File: config.mk
export PLATFORM = sky130hd
export DESIGN_NAME = cst_top
export DESIGN_NICKNAME = d
export VERILOG_FILES = /design/src/cst_pkg.sv /design/src/cst_counter.sv /design/src/cst_top.sv
export VERILOG_INCLUDE_DIRS = /design/src
export SDC_FILE = /design/constraint.sdc
export NUM_CORES = 1
export LEC_CHECK = 0
export ABC_AREA = 1
export BUFFER_PORTS_ARGS = -buffer_cell sky130_fd_sc_hd__buf_2
export CAP_MARGIN = 25
export CELL_PAD_IN_SITES_DETAIL_PLACEMENT = 2
export CELL_PAD_IN_SITES_GLOBAL_PLACEMENT = 2
export CORE_UTILIZATION = 23
export CTS_BUF_LIST = sky130_fd_sc_hd__clkbuf_8
export CTS_CLUSTER_DIAMETER = 40
export DETAILED_ROUTE_END_ITERATION = 8
export GPL_TIMING_DRIVEN = 0
export PLACE_DENSITY_LB_ADDON = 0.25
export SYNTH_ARGS = -nofsm -noshare
export SYNTH_HDL_FRONTEND = slang
export SYNTH_SLANG_ARGS = --single-unit
File: constraint.sdc
create_clock -name pclk -period 1.5 [get_ports pclk]
set_input_delay 0.3 -clock pclk [delete_from_list [all_inputs] [get_ports pclk]]
set_output_delay 0.3 -clock pclk [all_outputs]
set_load 0.005 [all_outputs]
File: src/cst_params.svh
`ifndef CST_PARAMS_SVH
`define CST_PARAMS_SVH

// register indices; byte address on the bus is four times the index
`define CST_IDX_CTRL      12'hF29
`define CST_IDX_RSV_A     12'hF2A
`define CST_IDX_RSV_B     12'hF2B
`define CST_IDX_CNT_HI    12'hF2C
`define CST_IDX_CNT_LO    12'hF2D

`define CST_CTRL_RESET    8'h00
`define CST_CNT_HI_RESET  4'h0
`define CST_CNT_LO_RESET  8'h01

// control field positions
`define CST_BIT_POL       7
`define CST_BIT_HI_ACT    6
`define CST_BIT_HI_INACT  5
`define CST_BIT_LO_ACT    4
`define CST_BIT_LO_INACT  3
`define CST_BIT_CH2       2
`define CST_BIT_CH1       1
`define CST_BIT_CH0       0

`define CST_ADDR_W        16
`define CST_CH_N          3
`define CST_CNT_W         12

`endif

File: src/cst_pkg.sv
`include "cst_params.svh"

package cst_pkg;

    typedef struct packed {
        logic                   psel;
        logic                   penable;
        logic                   pwrite;
        logic [`CST_ADDR_W-1:0] paddr;
        logic [31:0]            pwdata;
        logic [3:0]             pstrb;
    } cst_apb_req_t;

    typedef struct packed {
        logic        pready;
        logic [31:0] prdata;
        logic        pslverr;
    } cst_apb_rsp_t;

    typedef struct packed {
        logic [`CST_CH_N-1:0] high;
        logic [`CST_CH_N-1:0] low;
    } cst_pwm_out_t;

    typedef struct packed {
        logic                 hold_polarity;
        logic                 high_side_active_term_en;
        logic                 high_side_inactive_term_en;
        logic                 low_side_active_term_en;
        logic                 low_side_inactive_term_en;
        logic [`CST_CH_N-1:0] channel_term_en;
    } cst_ctrl_t;

    typedef enum logic {
        CST_ST_IDLE,
        CST_ST_ACCESS
    } cst_phase_t;

    typedef struct packed {
        cst_ctrl_t   ctrl_reg;
        cst_phase_t  phase_reg;
        logic [31:0] rdata_reg;
        logic        err_reg;
        logic        hold_reg;
    } cst_top_state_t;

    typedef struct packed {
        logic [`CST_CNT_W-1:0] count_reg;
    } cst_cnt_state_t;

endpackage

File: src/cst_counter.sv
`timescale 1ns/1ns
`include "cst_params.svh"

module cst_counter (
    // clock and reset
    input  wire logic                  pclk,
    input  wire logic                  presetn,
    // software load
    input  wire logic                  load_hi,
    input  wire logic                  load_lo,
    input  wire logic [7:0]            load_data,
    // count
    output logic      [`CST_CNT_W-1:0] count
);
    import cst_pkg::*;

    cst_cnt_state_t st_reg;
    cst_cnt_state_t st_next;

    always_comb begin
        st_next = st_reg;
        // a load replaces the increment for that cycle
        if (load_hi || load_lo) begin
            if (load_hi) begin
                st_next.count_reg[11:8] = load_data[3:0];
            end
            if (load_lo) begin
                st_next.count_reg[7:0] = load_data;
            end
        end else begin
            st_next.count_reg = st_reg.count_reg + 12'h001;
        end
    end

    always_ff @(posedge pclk or negedge presetn) begin
        if (!presetn) begin
            st_reg.count_reg <= {`CST_CNT_HI_RESET, `CST_CNT_LO_RESET};
        end else begin
            st_reg <= st_next;
        end
    end

    assign count = st_reg.count_reg;

endmodule

File: src/cst_top.sv
// Function
// - eight-bit trigger control register, read/write, resets zero
// - polarity bit picks hold on true or false
// - bit 6 adds all-high-side-active term
// - bit 5 adds all-high-side-inactive term
// - channel bits 2..0 include channel outputs
// - two addresses after control are reserved
// - count high byte: low nibble count, reset zero
// - twelve-bit counter split over high/low bytes
`timescale 1ns/1ns
`include "cst_params.svh"

module cst_top (
    // clock and reset
    input  wire logic                  pclk,
    input  wire logic                  presetn,
    // register bus
    input  wire cst_pkg::cst_apb_req_t apb_req,
    output cst_pkg::cst_apb_rsp_t      apb_rsp,
    // pwm output states from the pwm core, same clock
    input  wire cst_pkg::cst_pwm_out_t pwm_out,
    // to the sample/hold stage
    output logic                       hold
);
    import cst_pkg::*;

    cst_top_state_t st_reg;
    cst_top_state_t st_next;

    logic [`CST_CNT_W-1:0] count;
    logic [7:0]            ctrl_byte;
    logic [11:0]           index;
    logic                  aligned;
    logic                  hit_ctrl;
    logic                  hit_rsv;
    logic                  hit_hi;
    logic                  hit_lo;
    logic                  hit_any;
    logic                  setup;
    logic                  wr_strobe;
    logic                  load_hi;
    logic                  load_lo;

    // per-channel masked outputs; a disabled channel is forced neutral in each product
    logic [`CST_CH_N-1:0]  hi_act_m;
    logic [`CST_CH_N-1:0]  hi_inact_m;
    logic [`CST_CH_N-1:0]  lo_act_m;
    logic [`CST_CH_N-1:0]  lo_inact_m;
    logic                  any_ch;
    logic                  hi_act_prod;
    logic                  hi_inact_prod;
    logic                  lo_act_prod;
    logic                  lo_inact_prod;
    logic                  terms;
    logic                  hold_next;
    logic [31:0]           rd_word;

    assign ctrl_byte = st_reg.ctrl_reg;

    // address decode: index in paddr[13:2], upper bits and lane bits must be zero
    assign index    = apb_req.paddr[13:2];
    assign aligned  = (apb_req.paddr[1:0] == 2'h0) && (apb_req.paddr[15:14] == 2'h0);
    assign hit_ctrl = aligned && (index == `CST_IDX_CTRL);
    assign hit_rsv  = aligned && ((index == `CST_IDX_RSV_A) || (index == `CST_IDX_RSV_B));
    assign hit_hi   = aligned && (index == `CST_IDX_CNT_HI);
    assign hit_lo   = aligned && (index == `CST_IDX_CNT_LO);
    assign hit_any  = hit_ctrl || hit_rsv || hit_hi || hit_lo;

    assign setup     = apb_req.psel && !apb_req.penable;
    // writes land on the access edge; pready is always high in access
    assign wr_strobe = apb_req.psel && apb_req.penable && apb_req.pwrite
                       && apb_req.pstrb[0] && (st_reg.phase_reg == CST_ST_ACCESS);
    assign load_hi   = wr_strobe && hit_hi;
    assign load_lo   = wr_strobe && hit_lo;

    cst_counter u_cst_counter (
        .pclk      (pclk),
        .presetn   (presetn),
        .load_hi   (load_hi),
        .load_lo   (load_lo),
        .load_data (apb_req.pwdata[7:0]),
        .count     (count)
    );

    genvar ch;
    generate
        for (ch = 0; ch < `CST_CH_N; ch++) begin : g_ch
            assign hi_act_m[ch]   = !st_reg.ctrl_reg.channel_term_en[ch]
                                    || pwm_out.high[ch];
            assign hi_inact_m[ch] = !st_reg.ctrl_reg.channel_term_en[ch]
                                    || !pwm_out.high[ch];
            assign lo_act_m[ch]   = !st_reg.ctrl_reg.channel_term_en[ch]
                                    || pwm_out.low[ch];
            assign lo_inact_m[ch] = !st_reg.ctrl_reg.channel_term_en[ch]
                                    || !pwm_out.low[ch];
        end
    endgenerate

    // with no channel selected a product would be vacuously true; treat it as false
    assign any_ch = |st_reg.ctrl_reg.channel_term_en;

    assign hi_act_prod   = st_reg.ctrl_reg.high_side_active_term_en
                           && any_ch && (&hi_act_m);
    assign hi_inact_prod = st_reg.ctrl_reg.high_side_inactive_term_en
                           && any_ch && (&hi_inact_m);
    assign lo_act_prod   = st_reg.ctrl_reg.low_side_active_term_en
                           && any_ch && (&lo_act_m);
    assign lo_inact_prod = st_reg.ctrl_reg.low_side_inactive_term_en
                           && any_ch && (&lo_inact_m);

    assign terms     = hi_act_prod || hi_inact_prod || lo_act_prod || lo_inact_prod;
    assign hold_next = st_reg.ctrl_reg.hold_polarity ? !terms : terms;

    // read word of the addressed register; reserved and unmapped read zero
    always_comb begin
        rd_word = 32'h00000000;
        if (aligned) begin
            case (index)
                `CST_IDX_CTRL: begin
                    rd_word = {24'h000000, ctrl_byte};
                end
                `CST_IDX_CNT_HI: begin
                    // upper nibble of the byte is reserved and reads zero
                    rd_word = {28'h0000000, count[11:8]};
                end
                `CST_IDX_CNT_LO: begin
                    rd_word = {24'h000000, count[7:0]};
                end
                `CST_IDX_RSV_A,
                `CST_IDX_RSV_B: begin
                    rd_word = 32'h00000000;
                end
                default: begin
                    rd_word = 32'h00000000;
                end
            endcase
        end
    end

    always_comb begin
        st_next          = st_reg;
        st_next.hold_reg = hold_next;
        case (st_reg.phase_reg)
            CST_ST_IDLE: begin
                if (setup) begin
                    st_next.phase_reg = CST_ST_ACCESS;
                    st_next.err_reg   = !hit_any;
                    // read data captured in setup so prdata comes from a flop
                    st_next.rdata_reg = rd_word;
                end
            end
            CST_ST_ACCESS: begin
                st_next.phase_reg = CST_ST_IDLE;
                if (wr_strobe && hit_ctrl) begin
                    st_next.ctrl_reg = cst_ctrl_t'(apb_req.pwdata[7:0]);
                end
                // reserved slots accept writes and drop them
            end
            default: begin
                st_next.phase_reg = CST_ST_IDLE;
            end
        endcase
    end

    always_ff @(posedge pclk or negedge presetn) begin
        if (!presetn) begin
            st_reg.ctrl_reg  <= cst_ctrl_t'(`CST_CTRL_RESET);
            st_reg.phase_reg <= CST_ST_IDLE;
            st_reg.rdata_reg <= 32'h00000000;
            st_reg.err_reg   <= 1'b0;
            st_reg.hold_reg  <= 1'b0;
        end else begin
            st_reg <= st_next;
        end
    end

    // pready high only in access; zero wait states
    assign apb_rsp.pready  = apb_req.psel && apb_req.penable
                             && (st_reg.phase_reg == CST_ST_ACCESS);
    assign apb_rsp.prdata  = st_reg.rdata_reg;
    assign apb_rsp.pslverr = apb_rsp.pready && st_reg.err_reg;
    assign hold            = st_reg.hold_reg;

endmodule

==> flow_summary_export.csv <==
group,metric,value,unit
outcome,outcome,"finished with violations",
outcome,violations,"negative setup slack",
power_and_ir_drop,internal-power,1270,uW
placed_design,place_ws,-0.371,ns
sta,rsz0062_at_grt,"yes",
power_and_ir_drop,p_sw_share,28.6,%
critical_path,cp.arrival,1.76,ns
synthesis,ys_warn_count,0,
critical_path,ff2ff_path_depth,9,
synthesis,ys.flop_type,"dfrtp_1",
hold_path,hp-class,"input port to async pin",
synthesis,ys_ff_latch,31,
sta,final.setup_skew,0.00754,ns
synthesis,async_reset_ff_share,100,%
power_and_ir_drop,irDropWorstVdd,0.323,mV
power_and_ir_drop,powerDensity,537,nW/um^2
placed_design,dpl_cell_area,2900,um^2
floorplanning,core,10200,um^2
placed_design,gp_congestion,0.740,
sta,fin_ws,-0.0695,ns
clocking,clk_pin_slew,0.07,ns
synthesis,netlist_area,2410,um^2
final_layout,area_growth,37.3,%
global_routing,overflow,0,
clocking,htreeDepth,2,
run,max_cap_viol_count,0,
floorplanning,num_io_pins,98,
sta,slew_headroom,49.5,%
critical_path,timing.rr.end,"u_cst_counter.count[8]",
critical_path,crit_end,"u_cst_counter.count[8]",
clocking,cts_sinks,31,
detailed_routing,drt_iter0_drc,39,
critical_path,rrSetupSlack,-0.07,ns
final_layout,design_area,3310,um^2
placed_design,port_buffers,46,
critical_path,r2r_start,"st_reg[34]",
sta,finalCritPeriodShare,105,%
final_layout,num-nets-final,510,
critical_path,crit_type,"flop to flop",
floorplanning,initial_core_util,23.6,%
clocking,cts_hold_buf,0,
detailed_routing,drc,0,
power_and_ir_drop,seqPwrFrac,48.5,%
power_and_ir_drop,power_switching,509,uW
floorplanning,row_count,37,
synthesis,synth-edff-count,0,
sta,maxSlewViolCount,0,
floorplanning,die_x,104,um
sta,tns,-0.482,ns
critical_path,end_kind,"flop",
detailed_routing,drtAntennaViolNets,0,
sta,hold_viol,0,
clocking,numCtsBuffers,5,
global_routing,grt_pass1_vias,2790,
sta,setup_viol,12,
final_layout,layout_common_cells,"122 x nand2_1, 51 x buf_4, 46 x buf_2",
critical_path,start_kind,"flop",
clocking,cts_tree,"yes",
clocking,clk_latency,0.29,ns
detailed_routing,via_per_inst,4.36,
floorplanning,die_area,10900,um^2
detailed_routing,wl,8.49,mm
power_and_ir_drop,clockPowerShare,38.0,%
detailed_routing,vias,2544,
placed_design,dpl.hpwl,6.33,mm
critical_path,required,1.69,ns
clocking,ctsLongestPathBuffers,2,
detailed_routing,dr.pass1.iters,4,
floorplanning,die_h,104,um
critical_path,cp_max_fo,6,
sta,tightest_slew,0.758,ns
final_layout,drive_gt1_share,36.0,%
synthesis,syn_inst,348,
power_and_ir_drop,fin_total_pwr,1780,uW
final_layout,largest_reg_flops,12,
synthesis,ys_seq_area_share,32.2,%
power_and_ir_drop,pwr-share-comb,13.5,%
final_layout,fill_cells,1239,
clocking,cts-root-buf,"clkbuf_8",
detailed_routing,routedWlPerCell,14.6,um
synthesis,synth.distinct_cells,32,
global_routing,grt_pass1_wl,14.1,mm
sta,fmax,0.637,GHz
power_and_ir_drop,p_leak,0.00186,uW
global_routing,grt_usage,16.4,%
final_layout,antenna_cells,0,
global_routing,antenna_found_initial,0,
sta,period_needed,1.57,ns
final_layout,final_common_cell,"nand2_1",
global_routing,grt_max_degree,32,
critical_path,crit_start,"st_reg[34]",
synthesis,syn_area_per_cell,6.92,um^2
## metal layers
metal	wire (um)	up-vias	track usage (%)
met5	0	-	0
met4	148	0	5.10
met3	280	12	2.44
met2	4220	61	28.7
met1	3840	1229	20.7
li1	-	1242	-
## power by group through the flow
stage	sequential (uW)	combinational [uW]	clock [uW]
floorplan	872	126	0
global placement	877	219	0
detailed placement	877	224	0
CTS	861	234	701
global route	863	270	731
finish	863	240	675
## critical path: stages, from the launching register on
cell,delay [ns]
dfrtp_1,0.40
nand3_2,0.12
nor2_4,0.16
buf_6,0.14
nand4_4,0.22
buf_12,0.22
nand3_2,0.06
nand2_1,0.05
nand2_1,0.05
nand2_1,0.04
## timing repair
item / CTS / global route
pin swaps: 17 / 9
setup endpoints to repair: 19 / 28
gates cloned: 1 / 0
setup buffers: 12 / 9
resized for setup: 30 / 7
## per-stage QoR
stage	hold slack (ns)	utilization [%]	instances
5_1_grt	0.145	32.3	583
4_1_cts	0.114	31.5	574
6_report	0.0813	32.3	583
3_5_place_dp	0.426	28.3	553
3_3_place_gp	0.430	28.3	553
2_1_floorplan	0.00441	-	371
## Yosys cell counts, types with 3 or more instances
cell type / n / area (um^2)
nand3_1: 38 / 190
nor2_2: 3 / 18.8
nor3_2: 3 / 30.0
nand2_1: 127 / 477
buf_4: 33 / 248
nand4_1: 10 / 62.6
nor2_1: 15 / 56.3
xor2_1: 5 / 43.8
inv_2: 4 / 15.0
o21ai_0: 10 / 50.1
nor2_4: 4 / 45.0
dfrtp_1: 30 / 751
inv_1: 36 / 135
a21oi_1: 3 / 15.0
nand2_2: 6 / 37.5
## cell type report
class	instances	area [um^2]	area share, %
well taps	136	170	5.14
inverters	40	153	4.61
multi-input cells	266	1450	43.7
flip-flops and latches	31	777	23.5
repair buffers	67	408	12.3
clock inverters	3	16.3	0.491
clock buffers	5	68.8	2.08
plain buffers	35	270	8.17
## kinds of logic (layout without fill, tap and decap cells)
family,Yosys count,count (layout),synth area share [%]
xor+xnor,6,6,2.18
buf+inv,75,150,17.4
fa+ha+maj,1,1,0.519
compound gates,19,19,4.57
other cells,1,24,0.156
flops,31,31,32.2
simple gates,215,216,42.9
## how the worst min path moves through the flow
stage	from	slack (ns)	endpoint
6_report	presetn	0.08	apb_rsp[4]
5_1_grt	presetn	0.14	u_cst_counter.count[9]
4_1_cts	presetn	0.11	u_cst_counter.count[7]
3_5_place_dp	presetn	0.43	apb_rsp[4]
3_3_place_gp	presetn	0.43	apb_rsp[1]
2_1_floorplan	presetn	0.004	apb_rsp[1]
Note: power is estimated with default switching activity, not from simulation.
